$ cat src/hdl/sensor_config_defs.svh
// Register offsets, field positions, reset values and timing counts for the sensor configuration bank.
// Assumes inclusion by bare name from the design files only; holds definitions and nothing else.
//
// Behaviour
// [RULE1] Sequencer advances on a core clock equal to the input clock divided by four.
// [RULE2] Global shutter: reset all pixels together, sample all together, read rows sequentially.
// [RULE3] Non-destructive mode reads pixels repeatedly after one reset, no reset in between.
// [RULE4] Controller changes non-destructive enable only during frame overhead periods.
// [RULE5] Controller writes configuration only while frame-valid is low.
// [RULE6] Controller changes master select and granularity only while sequencer reset is low.
// [RULE7] Sequencer control at address 0 is 11 bits, resetting to 00000101001.
// [RULE8] Master bit 1 makes all timing internal; 0 takes integration from three pins.
// [RULE9] Subsampling reads one row and skips one vertically; off after reset.
// [RULE10] Two-bit granularity selects sequencer clock division by system clock range, default 10; code only outputs it, core clock stays input/4.
// [RULE11] Analog output amplifier enable: 1 on, 0 off, off after reset.
// [RULE12] Calibration every row when bit is 1 (default), once per frame when 0.
// [RULE13] Dual slope enable applies extra reset at dual slope position; else position ignored.
// [RULE14] Triple slope enable applies extra reset at triple slope position; else ignored.
// [RULE15] Horizontal reverse reads columns right to left; default left to right.
// [RULE16] Vertical reverse reads rows bottom to top; default top to bottom.
// [RULE17] Non-destructive readout bit enables repeated-read mode; resets to 0.
// [RULE18] Column start accepts 0 to 79, readout starting at pixel eight times value.
// [RULE19] Row start accepts any row 0 through 479 as first row read.
// [RULE20] Kernel count gives 4-pixel kernels per row, 1 to 160, reset 10100000.
// [RULE21] Frame transfer position in rows, 12 bits, reset 000111100001.
// [RULE22] Reset pulse length in rows, 12 bits, reset value 2.
// [RULE23] Serial word is 16 bits: 4 address, 12 data; loaded only when complete.
// [RULE24] Shifted word loads in parallel when serial enable asserts; serial clock at most 20 MHz.
// [RULE25] Frame-valid is high while a frame is read out, low in frame overhead.
// [RULE26] In slave mode controller drives three integration pins for normal, dual, triple windows.
// [RULE27] Unused upper data bits of writes to narrow registers are ignored.
`ifndef SENSOR_CONFIG_DEFS_SVH
`define SENSOR_CONFIG_DEFS_SVH

`define ADDR_SEQUENCER_CONTROL 4'h0
`define ADDR_COLUMN_START 4'h1
`define ADDR_ROW_START 4'h2
`define ADDR_KERNEL_COUNT 4'h3
`define ADDR_RESET_PULSE_LENGTH 4'h4
`define ADDR_DUAL_SLOPE_POSITION 4'h5
`define ADDR_TRIPLE_SLOPE_POSITION 4'h6
`define ADDR_FRAME_TRANSFER_POSITION 4'h7
`define ADDR_CALIBRATION_LEVEL_DAC 4'h8
`define ADDR_BLACK_LEVEL_DAC 4'h9
`define ADDR_OFFSET_LEVEL_DAC 4'hA
`define ADDR_CONVERTER_INPUT_PATH 4'hB
`define ADDR_AMPLIFIER_SETTINGS 4'hC
`define ADDR_CONVERTER_TRIM_LOW 4'hD
`define ADDR_CONVERTER_TRIM_MID 4'hE
`define ADDR_CONVERTER_TRIM_HIGH 4'hF

`define RST_SEQUENCER_CONTROL 12'h029
`define RST_COLUMN_START 12'h000
`define RST_ROW_START 12'h000
`define RST_KERNEL_COUNT 12'h0A0
`define RST_RESET_PULSE_LENGTH 12'h002
`define RST_DUAL_SLOPE_POSITION 12'h000
`define RST_TRIPLE_SLOPE_POSITION 12'h000
`define RST_FRAME_TRANSFER_POSITION 12'h1E1
`define RST_CALIBRATION_LEVEL_DAC 12'h04A
`define RST_BLACK_LEVEL_DAC 12'h06B
`define RST_OFFSET_LEVEL_DAC 12'h055
`define RST_CONVERTER_INPUT_PATH 12'h0F0
`define RST_AMPLIFIER_SETTINGS 12'hFB0
`define RST_CONVERTER_TRIM_LOW 12'hADF
`define RST_CONVERTER_TRIM_MID 12'h6DB
`define RST_CONVERTER_TRIM_HIGH 12'h0DB

// Sequencer control field positions.
`define SEQ_MASTER 0
`define SEQ_SUBSAMPLE 1
`define SEQ_GRAN_LO 2
`define SEQ_GRAN_HI 3
`define SEQ_ANALOG_OUT 4
`define SEQ_CALIB_LINE 5
`define SEQ_DUAL_SLOPE 6
`define SEQ_TRIPLE_SLOPE 7
`define SEQ_REVERSE_X 8
`define SEQ_REVERSE_Y 9
`define SEQ_NDR 10

`define COLUMN_START_MAX 12'h04F
`define ROW_LAST 12'h1DF
`define KERNEL_MIN 12'h001
`define KERNEL_MAX 12'h0A0
`define SERIAL_WORD_BITS 16
`define CORE_DIVIDE 4
`define ROW_OVERHEAD_TICKS 12'h008
`define FRAME_OVERHEAD_TICKS 12'h010

`endif

$ cat src/hdl/sensor_config_pkg.sv
// Types shared by the sensor configuration bank and its sequencer.
// Assumes nothing beyond a SystemVerilog compiler.
package sensor_config_pkg;

	typedef enum logic [3:0] {
		ST_FRAME_OVERHEAD = 4'h1,
		ST_ROW_OVERHEAD = 4'h2,
		ST_KERNELS = 4'h4,
		ST_IDLE_LINE = 4'h8
	} seq_state_t;

	typedef logic [11:0] reg_word_t;

endpackage : sensor_config_pkg

$ cat src/hdl/core_clock_divider.sv
// Divides the input clock by four into a core clock and a one-cycle core tick.
// Assumes a single clock domain; the tick qualifies sequencer steps.
`timescale 1ns/10ps
`include "sensor_config_defs.svh"

module core_clock_divider (
	input wire logic i_ref_clk,
	input wire logic i_reset,
	output logic o_core_tick,
	output logic o_core_clk
);

	logic [1:0] count_reg;

	always_ff @(posedge i_ref_clk or posedge i_reset) begin
		if (i_reset) begin
			count_reg <= 2'h0;
		end else begin
			count_reg <= count_reg + 2'h1; // see [RULE1]
		end
	end

	assign o_core_tick = (count_reg == 2'(`CORE_DIVIDE - 1));
	assign o_core_clk = count_reg[1];

endmodule : core_clock_divider

$ cat src/hdl/serial_word_receiver.sv
// Three-wire serial receiver: shifts sixteen bits MSB first and offers the word when enable rises.
// Assumes the serial clock is slow enough to be sampled by the reference clock after synchronisers.
`timescale 1ns/10ps
`include "sensor_config_defs.svh"

module serial_word_receiver (
	input wire logic i_ref_clk,
	input wire logic i_reset,
	input wire logic i_spi_clk,
	input wire logic i_spi_enable,
	input wire logic i_spi_data,
	output logic o_word_valid,
	output logic [15:0] o_word
);

	logic [2:0] meta_reg;
	logic [2:0] sync_reg;
	logic clk_prev_reg;
	logic en_prev_reg;
	logic [15:0] shift_reg;
	logic [4:0] count_reg;
	logic clk_rise;
	logic en_rise;
	logic word_full;

	always_ff @(posedge i_ref_clk or posedge i_reset) begin
		if (i_reset) begin
			meta_reg <= 3'h0;
			sync_reg <= 3'h0;
			clk_prev_reg <= 1'b0;
			en_prev_reg <= 1'b0;
		end else begin
			meta_reg <= {i_spi_enable, i_spi_data, i_spi_clk};
			sync_reg <= meta_reg;
			clk_prev_reg <= sync_reg[0];
			en_prev_reg <= sync_reg[2];
		end
	end

	assign clk_rise = sync_reg[0] & ~clk_prev_reg;
	assign en_rise = sync_reg[2] & ~en_prev_reg;
	assign word_full = (count_reg == 5'(`SERIAL_WORD_BITS));

	// A partial word is dropped on enable so a glitched transfer never reaches a register.
	always_ff @(posedge i_ref_clk or posedge i_reset) begin
		if (i_reset) begin
			shift_reg <= 16'h0000;
			count_reg <= 5'h00;
		end else if (en_rise) begin
			count_reg <= 5'h00;
		end else if (clk_rise && !sync_reg[2]) begin
			shift_reg <= {shift_reg[14:0], sync_reg[1]};
			count_reg <= word_full ? count_reg : count_reg + 5'h01;
		end
	end

	always_ff @(posedge i_ref_clk or posedge i_reset) begin
		if (i_reset) begin
			o_word_valid <= 1'b0;
			o_word <= 16'h0000;
		end else begin
			o_word_valid <= en_rise && word_full; // see [RULE23] see [RULE24]
			o_word <= shift_reg;
		end
	end

endmodule : serial_word_receiver

$ cat src/hdl/image_sensor_sequencer_config.sv
// Configuration register bank and readout sequencer of a global-shutter image sensor.
// Assumes one reference clock; serial pins, sequencer reset and integration pins are asynchronous.
`timescale 1ns/10ps
`include "sensor_config_defs.svh"

module image_sensor_sequencer_config (
	input wire logic i_ref_clk,
	input wire logic i_reset,
	input wire logic i_sequencer_reset_n,
	input wire logic i_spi_clk,
	input wire logic i_spi_enable,
	input wire logic i_spi_data,
	input wire logic [2:0] i_int_time,
	output logic [2:0] o_int_time,
	output logic [2:0] o_int_time_oe,
	output logic o_core_clk,
	output logic o_frame_valid,
	output logic o_line_valid,
	output logic [8:0] o_row_addr,
	output logic [9:0] o_column_addr,
	output logic o_pixel_reset,
	output logic o_dual_reset,
	output logic o_triple_reset,
	output logic o_sample_store,
	output logic o_calibrate,
	output logic o_analog_out_on,
	output logic [1:0] o_granularity,
	output logic [7:0] o_calibration_level,
	output logic [7:0] o_black_level,
	output logic [7:0] o_offset_level,
	output logic [11:0] o_converter_input_path,
	output logic [11:0] o_amplifier_settings,
	output logic [32:0] o_converter_trim
);

	// ---------------------------------------------------------------
	// Helpers
	// ---------------------------------------------------------------
	function automatic logic [11:0] minus_one(input logic [11:0] value);
		minus_one = (value == 12'h000) ? 12'h000 : value - 12'h001;
	endfunction : minus_one

	function automatic logic [11:0] width_mask(input logic [3:0] addr);
		case (addr)
			`ADDR_SEQUENCER_CONTROL: width_mask = 12'h7FF;
			`ADDR_COLUMN_START, `ADDR_KERNEL_COUNT: width_mask = 12'h0FF;
			`ADDR_CALIBRATION_LEVEL_DAC, `ADDR_BLACK_LEVEL_DAC, `ADDR_OFFSET_LEVEL_DAC: width_mask = 12'h0FF;
			`ADDR_ROW_START, `ADDR_CONVERTER_TRIM_HIGH: width_mask = 12'h1FF;
			default: width_mask = 12'hFFF;
		endcase
	endfunction : width_mask

	function automatic sensor_config_pkg::reg_word_t reset_value(input int idx);
		case (idx)
			0: reset_value = `RST_SEQUENCER_CONTROL;
			1: reset_value = `RST_COLUMN_START;
			2: reset_value = `RST_ROW_START;
			3: reset_value = `RST_KERNEL_COUNT;
			4: reset_value = `RST_RESET_PULSE_LENGTH;
			5: reset_value = `RST_DUAL_SLOPE_POSITION;
			6: reset_value = `RST_TRIPLE_SLOPE_POSITION;
			7: reset_value = `RST_FRAME_TRANSFER_POSITION;
			8: reset_value = `RST_CALIBRATION_LEVEL_DAC;
			9: reset_value = `RST_BLACK_LEVEL_DAC;
			10: reset_value = `RST_OFFSET_LEVEL_DAC;
			11: reset_value = `RST_CONVERTER_INPUT_PATH;
			12: reset_value = `RST_AMPLIFIER_SETTINGS;
			13: reset_value = `RST_CONVERTER_TRIM_LOW;
			14: reset_value = `RST_CONVERTER_TRIM_MID;
			default: reset_value = `RST_CONVERTER_TRIM_HIGH;
		endcase
	endfunction : reset_value

	// ---------------------------------------------------------------
	// Clocking, serial port and pin synchronisers
	// ---------------------------------------------------------------
	logic core_tick;
	logic word_valid;
	logic [15:0] word;
	logic [3:0] pin_meta_reg;
	logic [3:0] pin_sync_reg;
	logic int1_prev_reg;

	core_clock_divider u_divider (
		.i_ref_clk(i_ref_clk),
		.i_reset(i_reset),
		.o_core_tick(core_tick),
		.o_core_clk(o_core_clk)
	);

	serial_word_receiver u_serial (
		.i_ref_clk(i_ref_clk),
		.i_reset(i_reset),
		.i_spi_clk(i_spi_clk),
		.i_spi_enable(i_spi_enable),
		.i_spi_data(i_spi_data),
		.o_word_valid(word_valid),
		.o_word(word)
	);

	always_ff @(posedge i_ref_clk or posedge i_reset) begin
		if (i_reset) begin
			pin_meta_reg <= 4'h1;
			pin_sync_reg <= 4'h1;
		end else begin
			pin_meta_reg <= {i_int_time, i_sequencer_reset_n};
			pin_sync_reg <= pin_meta_reg;
		end
	end

	logic seq_run;
	logic [2:0] int_pins;
	assign seq_run = pin_sync_reg[0];
	assign int_pins = pin_sync_reg[3:1];

	// ---------------------------------------------------------------
	// Register bank
	// ---------------------------------------------------------------
	sensor_config_pkg::reg_word_t regs [16];
	logic [3:0] wr_addr;
	logic [11:0] wr_data;
	logic [11:0] wr_masked;
	logic [11:0] wr_value;
	logic [11:0] seq_value;

	assign wr_addr = word[15:12];
	assign wr_data = word[11:0];
	assign wr_masked = wr_data & width_mask(wr_addr); // see [RULE27]

	// Mode bits that retime the sequencer are only taken while it is held in reset, so a stray
	// write cannot switch clocking or pin direction in mid-frame.
	assign seq_value = seq_run ?
		{wr_masked[11:4], regs[0][`SEQ_GRAN_HI:`SEQ_GRAN_LO], wr_masked[1], regs[0][`SEQ_MASTER]} :
		wr_masked; // see [RULE6]

	always_comb begin
		case (wr_addr)
			`ADDR_SEQUENCER_CONTROL: wr_value = seq_value; // see [RULE7]
			`ADDR_COLUMN_START: wr_value = (wr_masked > `COLUMN_START_MAX) ? `COLUMN_START_MAX : wr_masked; // see [RULE18]
			`ADDR_ROW_START: wr_value = (wr_masked > `ROW_LAST) ? `ROW_LAST : wr_masked; // see [RULE19]
			`ADDR_KERNEL_COUNT: begin
				wr_value = (wr_masked < `KERNEL_MIN) ? `KERNEL_MIN :
					(wr_masked > `KERNEL_MAX) ? `KERNEL_MAX : wr_masked; // see [RULE20]
			end
			default: wr_value = wr_masked;
		endcase
	end

	always_ff @(posedge i_ref_clk or posedge i_reset) begin
		if (i_reset) begin
			for (int i = 0; i < 16; i++) begin
				regs[i] <= reset_value(i); // see [RULE21] see [RULE22]
			end
		end else if (word_valid) begin
			regs[wr_addr] <= wr_value; // see [RULE23]
		end
	end

	logic master_mode;
	logic subsample_on;
	logic calib_line;
	logic dual_slope_on;
	logic triple_slope_on;
	logic reverse_x;
	logic reverse_y;
	logic ndr_on;
	assign master_mode = regs[0][`SEQ_MASTER];
	assign subsample_on = regs[0][`SEQ_SUBSAMPLE];
	assign calib_line = regs[0][`SEQ_CALIB_LINE];
	assign dual_slope_on = regs[0][`SEQ_DUAL_SLOPE];
	assign triple_slope_on = regs[0][`SEQ_TRIPLE_SLOPE];
	assign reverse_x = regs[0][`SEQ_REVERSE_X];
	assign reverse_y = regs[0][`SEQ_REVERSE_Y];
	assign ndr_on = regs[0][`SEQ_NDR];

	assign o_granularity = regs[0][`SEQ_GRAN_HI:`SEQ_GRAN_LO]; // see [RULE10]
	assign o_analog_out_on = regs[0][`SEQ_ANALOG_OUT]; // see [RULE11]
	assign o_calibration_level = regs[8][7:0];
	assign o_black_level = regs[9][7:0];
	assign o_offset_level = regs[10][7:0];
	assign o_converter_input_path = regs[11];
	assign o_amplifier_settings = regs[12];
	assign o_converter_trim = {regs[15][8:0], regs[14], regs[13]};

	// ---------------------------------------------------------------
	// Readout sequencer
	// ---------------------------------------------------------------
	sensor_config_pkg::seq_state_t state_reg;
	logic [11:0] tick_count_reg;
	logic [11:0] frame_line_reg;
	logic [7:0] kernel_left_reg;
	logic ndr_reset_done_reg;
	logic row_step_done;
	logic [8:0] row_step;
	logic [8:0] row_next;
	logic [9:0] col_first;
	logic frame_transfer;
	logic int1_fall;

	assign row_step = subsample_on ? 9'h002 : 9'h001; // see [RULE9]
	assign row_next = reverse_y ? o_row_addr - row_step : o_row_addr + row_step; // see [RULE16]
	assign row_step_done = reverse_y ? (o_row_addr < row_step) :
		({3'h0, o_row_addr} + {3'h0, row_step} > `ROW_LAST);
	assign col_first = reverse_x ?
		10'({regs[1][6:0], 3'h0} + {regs[3][7:0], 2'h0} - 12'h004) :
		10'({regs[1][6:0], 3'h0}); // see [RULE15] see [RULE18]
	assign int1_fall = int1_prev_reg & ~int_pins[0];
	// In slave mode the controller's integration pin ends the frame instead of the timer.
	assign frame_transfer = master_mode ?
		(core_tick && state_reg != sensor_config_pkg::ST_FRAME_OVERHEAD &&
			frame_line_reg >= minus_one(regs[7])) :
		(int1_fall && state_reg != sensor_config_pkg::ST_FRAME_OVERHEAD); // see [RULE8] see [RULE26]

	always_ff @(posedge i_ref_clk or posedge i_reset) begin
		if (i_reset) begin
			state_reg <= sensor_config_pkg::ST_FRAME_OVERHEAD;
			tick_count_reg <= 12'h000;
			frame_line_reg <= 12'h000;
			kernel_left_reg <= 8'h00;
			o_row_addr <= 9'h000;
			o_column_addr <= 10'h000;
			ndr_reset_done_reg <= 1'b0;
			int1_prev_reg <= 1'b0;
		end else if (!seq_run) begin
			state_reg <= sensor_config_pkg::ST_FRAME_OVERHEAD;
			tick_count_reg <= 12'h000;
			frame_line_reg <= 12'h000;
			ndr_reset_done_reg <= 1'b0;
			int1_prev_reg <= int_pins[0];
		end else begin
			int1_prev_reg <= int_pins[0];
			if (!ndr_on) begin
				ndr_reset_done_reg <= 1'b0;
			end else if (o_pixel_reset) begin
				ndr_reset_done_reg <= 1'b1; // see [RULE3]
			end
			if (frame_transfer) begin
				state_reg <= sensor_config_pkg::ST_FRAME_OVERHEAD; // see [RULE2]
				tick_count_reg <= 12'h000;
			end else if (core_tick) begin // see [RULE1]
				tick_count_reg <= tick_count_reg + 12'h001;
				case (state_reg)
					sensor_config_pkg::ST_FRAME_OVERHEAD: begin
						if (tick_count_reg == `FRAME_OVERHEAD_TICKS - 12'h001) begin
							state_reg <= sensor_config_pkg::ST_ROW_OVERHEAD;
							tick_count_reg <= 12'h000;
							frame_line_reg <= 12'h000;
							o_row_addr <= regs[2][8:0]; // see [RULE19]
						end
					end
					sensor_config_pkg::ST_ROW_OVERHEAD: begin
						if (tick_count_reg == `ROW_OVERHEAD_TICKS - 12'h001) begin
							state_reg <= sensor_config_pkg::ST_KERNELS;
							kernel_left_reg <= regs[3][7:0]; // see [RULE20]
							o_column_addr <= col_first;
						end
					end
					sensor_config_pkg::ST_KERNELS: begin
						kernel_left_reg <= kernel_left_reg - 8'h01;
						o_column_addr <= (kernel_left_reg == 8'h01) ? o_column_addr :
							reverse_x ? o_column_addr - 10'h004 : o_column_addr + 10'h004;
						if (kernel_left_reg == 8'h01) begin
							tick_count_reg <= 12'h000;
							frame_line_reg <= frame_line_reg + 12'h001;
							state_reg <= row_step_done ? sensor_config_pkg::ST_IDLE_LINE :
								sensor_config_pkg::ST_ROW_OVERHEAD;
							o_row_addr <= row_step_done ? o_row_addr : row_next;
						end
					end
					sensor_config_pkg::ST_IDLE_LINE: begin
						// Keeps line timing running so integration positions still count in rows.
						if (tick_count_reg == `ROW_OVERHEAD_TICKS + {4'h0, regs[3][7:0]} - 12'h001) begin
							tick_count_reg <= 12'h000;
							frame_line_reg <= frame_line_reg + 12'h001;
						end
					end
					default: state_reg <= sensor_config_pkg::ST_FRAME_OVERHEAD;
				endcase
			end
		end
	end

	// ---------------------------------------------------------------
	// Frame, line and integration outputs
	// ---------------------------------------------------------------
	logic in_lines;
	logic reset_window;
	logic dual_point;
	logic triple_point;
	assign in_lines = seq_run && state_reg != sensor_config_pkg::ST_FRAME_OVERHEAD;
	assign reset_window = in_lines && frame_line_reg < minus_one(regs[4]); // see [RULE22]
	assign dual_point = in_lines && frame_line_reg == minus_one(regs[5]);
	assign triple_point = in_lines && frame_line_reg == minus_one(regs[6]);

	assign o_frame_valid = seq_run && (state_reg == sensor_config_pkg::ST_ROW_OVERHEAD ||
		state_reg == sensor_config_pkg::ST_KERNELS); // see [RULE25]
	assign o_line_valid = seq_run && state_reg == sensor_config_pkg::ST_KERNELS;
	assign o_sample_store = frame_transfer; // see [RULE2]
	assign o_calibrate = core_tick && state_reg == sensor_config_pkg::ST_ROW_OVERHEAD &&
		tick_count_reg == 12'h000 && (calib_line || frame_line_reg == 12'h000); // see [RULE12]
	assign o_pixel_reset = (master_mode ? reset_window : (seq_run && !int_pins[0])) &&
		!(ndr_on && ndr_reset_done_reg); // see [RULE2] see [RULE3] see [RULE17]
	assign o_dual_reset = dual_slope_on && (master_mode ? dual_point : (seq_run && !int_pins[1])); // see [RULE13]
	assign o_triple_reset = triple_slope_on &&
		(master_mode ? triple_point : (seq_run && !int_pins[2])); // see [RULE14]
	assign o_int_time_oe = {3{master_mode}}; // see [RULE8]
	assign o_int_time = master_mode ?
		{triple_slope_on && in_lines && frame_line_reg >= minus_one(regs[6]),
			dual_slope_on && in_lines && frame_line_reg >= minus_one(regs[5]),
			in_lines && !reset_window} : 3'h0;
endmodule : image_sensor_sequencer_config

$ cat config.mk
export PLATFORM = sky130hd
export DESIGN_NAME = image_sensor_sequencer_config
export DESIGN_NICKNAME = d
export VERILOG_FILES = /design/src/hdl/sensor_config_pkg.sv /design/src/hdl/core_clock_divider.sv /design/src/hdl/serial_word_receiver.sv /design/src/hdl/image_sensor_sequencer_config.sv
export VERILOG_INCLUDE_DIRS = /design/src /design/src/hdl
export SDC_FILE = /design/constraint.sdc
export NUM_CORES = 1
export LEC_CHECK = 0
export ABC_AREA = 1
export BUFFER_PORTS_ARGS = -buffer_cell sky130_fd_sc_hd__buf_2
export CAP_MARGIN = 20
export CORE_MARGIN = 1
export CORE_UTILIZATION = 50
export DETAILED_ROUTE_END_ITERATION = 12
export GPL_ROUTABILITY_DRIVEN = 0
export PLACE_DENSITY_LB_ADDON = 0.08
export RECOVER_POWER = 25
export SETUP_SLACK_MARGIN = 0.1
export SYNTH_ARGS = -nofsm -noshare
export SYNTH_HDL_FRONTEND = slang
export SYNTH_SLANG_ARGS = --single-unit
$ cat constraint.sdc
create_clock -name i_ref_clk -period 10.9 [get_ports i_ref_clk]
set_clock_uncertainty 0.2 [all_clocks]
set_input_delay 0.545 -clock i_ref_clk [delete_from_list [all_inputs] [get_ports i_ref_clk]]
set_output_delay 0.545 -clock i_ref_clk [all_outputs]
set_load 0.02 [all_outputs]
==> out/results.ini, run 1 <==
[synthesis]
synthDistinctLibCells = 58
netlist_instances = 2168
synth_top_area_share_pct = 32.7
seq_area_frac_synth_pct = 42.3
yosys.area.top_type = dfrtp_1
synthFlopType = dfrtp_1
synth_edf_count = 0
synthesis.area_mm2 = 0.0165
synthTopCellsByArea = dfrtp_1, nand2_1, dfstp_2, ha_1, inv_1
avgSynthCellArea_um2 = 7.59
yosysWarnings = 0
async_flop_share_pct = 100
ys_ff_latch = 275

[hold_path]
hold_depth = 0
whs_endpoint = pin_sync_reg[3]$_DFF_PP0_
min_from = pin_meta_reg[3]$_DFF_PP0_
hold_path_class = flop to flop

[finish]
instances_no_fill = 2668
drive_gt1_share_pct = 13.4
syn_to_final_growth_pct = 8.73
n_antenna_cell = 0
regMostFlops = regs
largest_reg_flops = 76
layout.nets = 2298

[cts]
cts_tree = built
insertion_delay_ns = 0.58
clockRootBuffer = clkbuf_16
cts_resized = 0
htreeDepth = 1
cts_buffers = 31
cts_buffer_depth = 3
clock_sinks = 275
clkTransAtPathRegs_ns = 0.06

[grt]
grt_usage_pct = 25.9
grt_max_degree = 137
antenna_found_initial = 0
grt_first_pass_wirelength_um = 69000
grt_overflow = 0
first_global_vias = 13113

[floorplan]
start_util_pct = 50.7
die_h_um = 183
placeableCoreArea_mm2 = 0.0325
dieArea_mm2 = 0.0336
die_w_um = 183
num_io_pins = 126
fp-row-count = 66

[place]
hpwlAfterDp_um = 29800
place_inst = 2603
io_buffers = 123

[setup_path]
path_cells = buf_2 > clkinvlp_2 > buf_4
critPathLaunchType = input port
timing.rr.end = frame_line_reg[9]$_DFFE_PP0P_
cp.required_ns = 11.27
r2r_start = regs[96]$_DFFE_PP1P_
cpPeakStageDelay_ns = 3.28
crit_path_max_fanout = 136
crit_path_end_kind = asynchronous set/reset pin
reg2regPathDepth = 21
path_class = input port to asynchronous set/reset pin
crit_arrival_ns = 5.13
ff2ff_setup_slack_ns = 6.77
cpMaxStageDelayCell = clkinvlp_2

[timing]
worst_slew_margin_rel_pct = -295
fin_crit_sh_pct = 43.7
fmaxAchievable_ghz = 0.210
worst_pin_slew_ns = 5.90
setup_viol = 0
hold_violations = 0
rsz0062_at_grt = no
fin_crit_ns = 4.76
slew_violations = 137
finalSetupTns_ns = 0

[route]
wire_per_inst_um = 16.1
routed_wl_um = 42800
firstDrtPassIters = 7
drc = 0
initialDrtViolationCount = 895
routed_via_density = 5.19
dr_total_vias = 13848
ant_nets = 0

[status]
violations = capacitance limit, slew limit
outcome = finished with violations

[pwr]
leakagePower_nw = 9.30
powerDensity_mw_per_mm2 = 140
max-vdd-ir-drop_mv = 0.130

[job]
maxCapViolCount = 1

worst max-delay path by stage:
stage | endpoint | cells after the start | start
6_report | kernel_left_reg[3]$_DFFE_PP0P_ | 3 | i_reset
5_1_grt | kernel_left_reg[2]$_DFFE_PP0P_ | 3 | i_reset
4_1_cts | o_int_time[1] | 17 | regs[122]$_DFFE_PP0P_
3_5_place_dp | frame_line_reg[10]$_DFFE_PP0P_ | 21 | regs[98]$_DFFE_PP0P_
3_3_place_gp | frame_line_reg[0]$_DFFE_PP0P_ | 21 | regs[96]$_DFFE_PP1P_
2_1_floorplan | dual_slope_on$_DFFE_PP0P_ | 1 | i_reset
synth_stat cells, types with 4 or more instances:
| cell type | number |
|---|---|
| a21oi_1 | 73 |
| a31oi_1 | 5 |
| buf_2 | 13 |
| buf_4 | 90 |
| buf_6 | 7 |
| clkbuf_1 | 24 |
| dfrtp_1 | 215 |
| dfstp_2 | 60 |
| fa_1 | 4 |
| ha_1 | 84 |
| inv_1 | 244 |
| inv_2 | 4 |
| nand2_1 | 669 |
| nand2_2 | 7 |
| nand3_1 | 149 |
| nand3_2 | 8 |
| nand4_1 | 35 |
| nor2_1 | 185 |
| nor2_2 | 8 |
| nor3_1 | 30 |
| nor4_1 | 9 |
| o211ai_1 | 6 |
| o21ai_0 | 118 |
| o21ai_1 | 12 |
| o21bai_1 | 4 |
| o31ai_1 | 4 |
| or2_2 | 12 |
| xnor2_1 | 11 |
| xor2_1 | 25 |
power by group:
part | leakage (nW) | internal (mW) | switching, mW
registers | 3.52 | 1.06 | 0.0318
clock network | 0.528 | 0.642 | 0.431
logic | 5.26 | 0.0581 | 0.280
total | 9.30 | 1.76 | 0.743
layout by cell type, fill, tap and decap left out, drive strengths merged, types with 2 or more instances in the layout:
| master | Yosys | layout |
|---|---|---|
| ha | 84 | 84 |
| inv | 248 | 248 |
| dlygate4sd3 | 0 | 7 |
| a31oi | 5 | 5 |
| o22ai | 3 | 3 |
| dfrtp | 215 | 215 |
| clkinvlp | 0 | 2 |
| conb | 1 | 2 |
| nor2 | 196 | 196 |
| a21oi | 75 | 75 |
| xnor2 | 11 | 11 |
| bufinv | 0 | 2 |
| dfstp | 60 | 60 |
| or2 | 12 | 12 |
| and2 | 2 | 2 |
| buf | 113 | 130 |
| a21boi | 3 | 3 |
| clkbuf | 25 | 47 |
| o21bai | 5 | 5 |
| o21ai | 130 | 130 |
| nand3 | 157 | 157 |
| o21a | 2 | 2 |
| o31ai | 4 | 4 |
| a31o | 2 | 2 |
| nand2 | 678 | 678 |
| o211ai | 6 | 6 |
| nor4 | 9 | 9 |
| a21o | 2 | 2 |
| nand4 | 36 | 36 |
| nor3 | 33 | 33 |
| clkinv | 3 | 10 |
| a211oi | 2 | 2 |
| a22oi | 3 | 3 |
| xor2 | 25 | 25 |
| fa | 4 | 4 |
| nand3b | 3 | 3 |
| mux2i | 3 | 3 |
timing repair:
item / in CTS / in global routing
buffers inserted: 0 / 0
hold endpoints to repair: 7 / 0
hold buffers: 7 / 0
critical path: cells and delay by family:
family                 cells  cell delay, ns
buffers and inverters      3            4.49
cell families (layout without fill, tap and decap cells):
group           Yosys count  in the layout  synth area share, %
other cells               1              2               0.0228
flops                   275            275                 42.3
fa+ha+maj                88             88                 6.87
simple gates           1129           1129                 29.1
compound gates          246            246                 8.16
buf+inv                 389            446                 11.4
xor+xnor                 36             36                 1.92
mux                       4              4                0.251
metal layers:
| metal | vias up | GRT usage (%) | routed length (µm) |
|---|---|---|---|
| met5 | - | 0 | 0 |
| met4 | 0 | 7.27 | 1080 |
| met3 | 71 | 4.81 | 2620 |
| met2 | 337 | 41.4 | 19200 |
| met1 | 6522 | 35.7 | 20000 |
| li1 | 6918 | - | - |
stage by stage:
step / power [mW] / util [%] / setup slack [ns] / cell area (µm²) / hold slack (ns)
after floorplan: 1.32 / - / 2.67 / 16500 / 0.131
after detailed placement: 1.44 / 51.7 / 6.79 / 16800 / 0.135
final: 2.50 / 55.1 / 6.14 / 17900 / 0.145
after global routing: 2.59 / 55.1 / 5.14 / 17900 / 0.155
after global placement: 1.43 / 51.7 / 6.95 / 16800 / 0.133
after CTS: 2.52 / 55.1 / 6.58 / 17900 / 0.0190
cell type report:
type | instances | area, µm²
sequential | 275 | 6960
clock buffer | 47 | 946
tap | 442 | 553
fill | 3187 | 14600
timing repair buffer | 137 | 738
inverter | 251 | 943
multi-input combinational | 1505 | 7640
clock inverter | 11 | 115
(Power assumes the default switching activity.)
==> run 2: changes to the inputs <==
--- a/config.mk
+++ b/config.mk
@@ -6,7 +6,7 @@
 export SDC_FILE = /design/constraint.sdc
 export NUM_CORES = 1
 export LEC_CHECK = 0
-export ABC_AREA = 1
+export ABC_AREA = 0
 export BUFFER_PORTS_ARGS = -buffer_cell sky130_fd_sc_hd__buf_2
 export CAP_MARGIN = 20
 export CORE_MARGIN = 1
==> constraint.sdc (replaced) <==
create_clock -name i_ref_clk -period 4.1 [get_ports i_ref_clk]
set_clock_uncertainty 0.2 [all_clocks]
set_input_delay 0.205 -clock i_ref_clk [delete_from_list [all_inputs] [get_ports i_ref_clk]]
set_output_delay 0.205 -clock i_ref_clk [all_outputs]
set_load 0.02 [all_outputs]
==> run 2 against run 1 <==
  * The flow still finishes with violations (capacitance limit, slew limit)
  * Final area fell by 1.2%
  * Die area fell by 6.2%
  * Combinational power rose by 50%
  * Register-to-register slack got worse by 6.6 ns
  * Via count fell by 12%
  * Non-clock buffer count rose by 56
  * Global-route usage fell by 0.18 points
  * Largest cell class unchanged
  * Highest routed layer unchanged
==> out/results.ini, run 2 <==
[floorplan]
fp-row-count = 63
dieArea_mm2 = 0.0316
placeableCoreArea_mm2 = 0.0300
start_util_pct = 51.4
die_h_um = 178
die_w_um = 178
num_io_pins = 126

[setup_path]
r2r_start = regs[99]$_DFFE_PP0P_
reg2regPathDepth = 12
crit_buf_inv = 3
cp.required_ns = 3.69
crit_arrival_ns = 3.66
ff2ff_setup_slack_ns = 0.17
critPathLaunchType = flop
timing.rr.end = o_column_addr[2]$_DFFE_PP0P_
crit_path_end_kind = output pin
cpPeakStageDelay_ns = 0.44
crit_path_max_fanout = 3
crit_family = simple AND/OR/NAND/NOR gates
cpMaxStageDelayCell = or4_4
path_cells = or3_4 > or3_4 > or4_4 > nor3_2 > a21oi_2 > ha_2 > a221o_1 > a31oi_1 > o211a_1 > or2_4 > clkinv_4 > buf_6 > buf_6
path_class = flop to output pin

[synthesis]
synth_top_area_share_pct = 34.9
yosysWarnings = 0
synthesis.area_mm2 = 0.0154
yosysMostFrequentCell = nand2_1
synthDistinctLibCells = 82
synthFlopType = dfrtp_1
synth_compound_area_share_pct = 14.9
synth_edf_count = 0
netlist_instances = 1686
yosys.area_share.xor_xnor_pct = 3.35
synthTopCellsByArea = dfrtp_1, dfstp_2, ha_1, nand2_1, o21ai_0
synthTopCellsByCount = nand2_1, dfrtp_1, o21ai_0
yosys.area.top_type = dfrtp_1
avgSynthCellArea_um2 = 9.15
ys_ff_latch = 275
yosys.area_share.adder_pct = 7.33
async_flop_share_pct = 100
synth.mux.area_fraction_pct = 2.98
synthSimpleGateAreaFrac_pct = 18.5
seq_area_frac_synth_pct = 45.1
synth_top_family_by_area = simple AND/OR/NAND/NOR gates

[pwr]
leakagePower_nw = 8.10
p_total_mw = 6.25
power.share.sequential_pct = 46.9
max-vdd-ir-drop_mv = 0.422
p_comb_share_pct = 8.1
p_int_mw = 4.62
powerDensity_mw_per_mm2 = 354
clockPowerShare_pct = 45.0
switchingPower_mw = 1.63
switching_share_pct = 26.1

[place]
dpl_cell_area_mm2 = 0.0159
hpwlAfterDp_um = 27400
io_buffers = 123

[cts]
clkTransAtPathRegs_ns = 0.06
cts_buffers = 30
insertion_delay_ns = 0.59
cts_tree = built
htreeDepth = 1
cts_buffer_depth = 3
clockRootBuffer = clkbuf_16
clock_sinks = 275

[finish]
drive_gt1_share_pct = 23.4
regMostFlops = regs
largest_reg_flops = 76
utilization_pct = 58.8
syn_to_final_growth_pct = 14.5
fin_area_mm2 = 0.0177
n_antenna_cell = 0
layout.nets = 1848
mostFrequentLayoutCells = nand2_1, dfrtp_1, o21ai_0, buf_2, nor2_1
mostFrequentLayoutCell = nand2_1

[route]
initialDrtViolationCount = 779
routed_wl_um = 40200
dr_total_vias = 12153
ant_nets = 0
drc = 0
wire_per_inst_um = 18.6
firstDrtPassIters = 6
routed_via_density = 5.61

[hold_path]
hold_path_class = input port to flop
whs_endpoint = u_serial.meta_reg[0]$_DFF_PP0_
min_from = i_spi_clk
hold_depth = 2

[status]
violations = capacitance limit, slew limit
outcome = finished with violations

[timing]
worst_slew_margin_rel_pct = -54.8
setup_viol = 0
fin_crit_ns = 4.07
slew_violations = 138
holdWs_ns = 0.0564
fin_crit_sh_pct = 99.2
worst_pin_slew_ns = 2.32
rsz0062_at_grt = yes
fmaxAchievable_ghz = 0.246
hold_violations = 0
finalSetupTns_ns = 0

[grt]
first_global_vias = 11615
grt_usage_pct = 25.7
antenna_found_initial = 0
grt_overflow = 0
grt_first_pass_wirelength_um = 63600
grt_max_degree = 140

[job]
maxCapViolCount = 2

[run 2: power groups by stage]
stage	clock [mW]	sequential [mW]	combinational, mW
3_5_place_dp	0	2.98	0.505
2_1_floorplan	0	2.90	0.277
4_1_cts	2.87	2.93	0.512
5_1_grt	2.97	2.95	0.539
6_report	2.81	2.93	0.506
3_3_place_gp	0	2.97	0.502
[run 2: cell type report]
class,instances,area [µm²]
tap,390,488
clock buffer,47,925
clock inverter,9,125
inverter,69,265
sequential,275,6960
multi-input combinational,1182,7690
fill,2644,12400
timing repair buffer,193,1210
[run 2: cells by family after synthesis]
logic type | count (synthesis)
muxes | 42
adders and majority gates | 88
xor gates and xnor gates | 59
buffers and inverters | 230
AOI/OAI and AO/OA | 379
DFF | 275
and+or+nand+nor | 612
other | 1
[run 2: worst max-delay path by stage]
| stage | start | end | cells after the start |
|---|---|---|---|
| 3_5_place_dp | regs[99]$_DFFE_PP0P_ | frame_line_reg[10]$_DFFE_PP0P_ | 13 |
| 4_1_cts | regs[99]$_DFFE_PP0P_ | o_sample_store | 13 |
| 2_1_floorplan | i_reset | dual_slope_on$_DFFE_PP0P_ | 1 |
| 5_1_grt | regs[99]$_DFFE_PP0P_ | o_sample_store | 13 |
| 3_3_place_gp | regs[99]$_DFFE_PP0P_ | frame_line_reg[10]$_DFFE_PP0P_ | 13 |
| 6_report | regs[99]$_DFFE_PP0P_ | o_sample_store | 13 |
[run 2: per-stage QoR]
stage | setup WS, ns | instances
after floorplan | 0.107 | 1687
after global placement | 0.159 | 2074
after detailed placement | 0.145 | 2074
after CTS | 0.00283 | 2145
after global routing | -0.118 | 2165
final | 0.0319 | 2165
[run 2: metal layers]
layer  global-route usage (%)  part of all wire [%]
met5                        0                     0
met4                     5.63                   1.8
met3                     3.96                   4.5
met2                     40.6                    46
met1                     37.0                    48
[run 2: repair_timing]
action	4_1_cts	5_1_grt
resized for setup	36	74
pin swaps	6	34
setup endpoints to repair	10	45
hold buffers	8	0
buffers inserted	7	20
endpoints found under the hold margin	252	0
[run 2: worst register-to-register path, cell delays in order (launching register included)]
cell       delay [ns]
dfrtp_1          0.38
or3_4            0.39
or3_4            0.38
or4_4            0.44
nor3_2           0.14
a21oi_2          0.05
ha_2             0.16
a221o_1          0.30
a31oi_1          0.19
o211a_1          0.21
o2111ai_1        0.25
or2_4            0.38
a211o_1          0.30
==> run 3: changes to the inputs <==
==> constraint.sdc (replaced) <==
create_clock -name i_ref_clk -period 4.5 [get_ports i_ref_clk]
set_clock_uncertainty 0.2 [all_clocks]
set_input_delay 0 -clock i_ref_clk [delete_from_list [all_inputs] [get_ports i_ref_clk]]
set_output_delay 0 -clock i_ref_clk [all_outputs]
set_load 0.02 [all_outputs]
==> run 3 against run 2 <==
  * The flow still finishes with violations (capacitance limit, slew limit)
  * Clock-buffer cell count fell by 3
  * Final area fell by 4.1%
  * Via count down 2.4%
  * Power fell by 10%
  * Global-route usage is 0.24 points lower
  * Die area unchanged
  * Cell count is 1.5% lower
  * Core utilization shrank 2.4 points
  * Critical endpoint is now o_int_time[1]
  * Largest cell class unchanged
  * Largest power group unchanged
==> out/results.ini, run 3 (synthesis results as in run 2) <==
[cts]
cts_setup_buffers = 0
clockRootBuffer = clkbuf_16
htreeDepth = 1
clock_sinks = 275
insertion_delay_ns = 0.57
cts_buffers = 31
cts_buffer_depth = 3
clkTransAtPathRegs_ns = 0.06
cts_tree = built

[route]
firstDrtPassIters = 5
initialDrtViolationCount = 819
dr_total_vias = 11860
wire_per_inst_um = 18.4
drc = 0
routed_wl_um = 39100
ant_nets = 0
routed_via_density = 5.56

[timing]
fin_crit_ns = 4.11
fmaxAchievable_ghz = 0.243
hold_violations = 0
worst_slew_margin_rel_pct = -87.8
fin_crit_sh_pct = 91.3
rsz0062_at_grt = no
finalSetupTns_ns = 0
setup_viol = 0
worst_pin_slew_ns = 2.82
slew_violations = 234

[grt]
grt_max_degree = 180
antenna_found_initial = 0
grt_usage_pct = 25.4
first_global_vias = 11359
grt_overflow = 0
grt_first_pass_wirelength_um = 62700

[finish]
syn_to_final_growth_pct = 9.83
drive_gt1_share_pct = 17.8
regMostFlops = regs
mostFrequentLayoutCell = nand2_1
multi_input_area_mm2 = 0.00732
largest_reg_flops = 76
mostFrequentLayoutCells = nand2_1, dfrtp_1, o21ai_0, buf_2, nor2_1
utilization_pct = 56.4
layout.nets = 1815
ff_latch_area_mm2 = 0.00696
num-fill-cells = 2647
n_antenna_cell = 0
fin_area_mm2 = 0.0169

[floorplan]
die_h_um = 178
die_w_um = 178
dieArea_mm2 = 0.0316
placeableCoreArea_mm2 = 0.0300
num_io_pins = 126
fp-row-count = 63
start_util_pct = 51.4

[place]
dpl_cell_area_mm2 = 0.0158
hpwlAfterDp_um = 27100
io_buffers = 123

[pwr]
powerDensity_mw_per_mm2 = 330
max-vdd-ir-drop_mv = 0.325
leakagePower_nw = 7.80

[setup_path]
cp.required_ns = 4.30
critPathLaunchType = flop
crit_path_end_kind = output pin
crit_path_max_fanout = 5
reg2regPathDepth = 12
crit_arrival_ns = 3.91
path_class = flop to output pin

[hold_path]
hold_depth = 0
hold_path_class = flop to flop

[status]
outcome = finished with violations
violations = capacitance limit, slew limit

[job]
maxCapViolCount = 2

-- run 3: changes by cell type in the layout (fill, tap and decap cells not counted), moves of 5 or more --
| cell | before | now |
|---|---|---|
| buf_2 | 116 | 122 |
| o311ai_0 | 2 | 8 |
| nor3_1 | 31 | 37 |
| a21oi_2 | 8 | 1 |
| nand2_1 | 261 | 266 |
| or3_1 | 8 | 17 |
| buf_6 | 7 | 0 |
| a21oi_1 | 58 | 65 |
| dlygate4sd3_1 | 8 | 15 |
| clkbuf_8 | 11 | 3 |
| buf_4 | 59 | 19 |
| or3_4 | 9 | 0 |
-- run 3: routing by layer --
layer | track usage [%] | up-vias | wire length [µm]
li1 | - | 5834 | -
met3 | 4.65 | 50 | 2190
met2 | 40.3 | 288 | 17700
met5 | 0 | - | 0
met4 | 5.02 | 0 | 676
met1 | 36.5 | 5688 | 18600
-- run 3: what timing repair did --
action	4_1_cts	5_1_grt
setup endpoints to repair	0	6
hold buffers	15	0
endpoints found under the hold margin	191	0
resized for setup	0	5
-- run 3: critical path, cell delays in order, from the launching register on --
cell and delay [ns]:
dfrtp_1 0.42, inv_1 0.09, ha_1 0.18, nand2_1 0.08
or3_1 0.38, nor4_2 0.35, nor2b_1 0.21, mux2i_1 0.10
ha_1 0.31, nand4_1 0.12, or2_2 0.33, o221ai_1 0.38
and3_1 0.23, buf_2 0.16
-- run 3: stage by stage --
step	power [mW]	hold slack [ns]	instances	worst slack, ns
floorplan	2.90	-0.196	1687	0.297
global placement	3.15	-0.0933	2060	0.492
detailed placement	3.15	-0.0903	2060	0.477
CTS	5.65	0.0327	2133	0.194
global route	5.80	0.154	2133	0.0897
finish	5.60	0.149	2133	0.391
-- run 3: cell type report --
class                           instances  share of cell area, %
Multi-Input combinational cell       1182                   43.2
Clock buffer                           44                   5.04
Timing Repair Buffer                  159                   5.43
Tap cell                              390                   2.88
Inverter                               69                   1.54
Clock inverter                         14                  0.842
Sequential cell                       275                   41.1
-- run 3: final timing paths --
| kind | from | to | slack (ns) |
|---|---|---|---|
| worst max-delay path | regs[120]$_DFFE_PP0P_ | o_int_time[1] | 0.39 |
| worst min-delay path | u_serial.meta_reg[2]$_DFF_PP0_ | u_serial.sync_reg[2]$_DFF_PP0_ | 0.15 |
| worst max register to register | regs[99]$_DFFE_PP0P_ | o_column_addr[2]$_DFFE_PP0P_ | 0.47 |
| worst min register to register | u_serial.meta_reg[2]$_DFF_PP0_ | u_serial.sync_reg[2]$_DFF_PP0_ | 0.15 |
| max in group asynchronous | i_reset | regs[160]$_DFFE_PP0P_ | 1.43 |
| min in group asynchronous | i_reset | o_amplifier_settings[0]$_DFFE_PP0P_ | 0.51 |
-- run 3: power by group --
part	leakage (nW)	switching (mW)	internal, mW	total (mW)
clock network	0.485	1.04	1.44	2.48
logic	3.76	0.323	0.123	0.447
registers	3.56	0.111	2.55	2.67
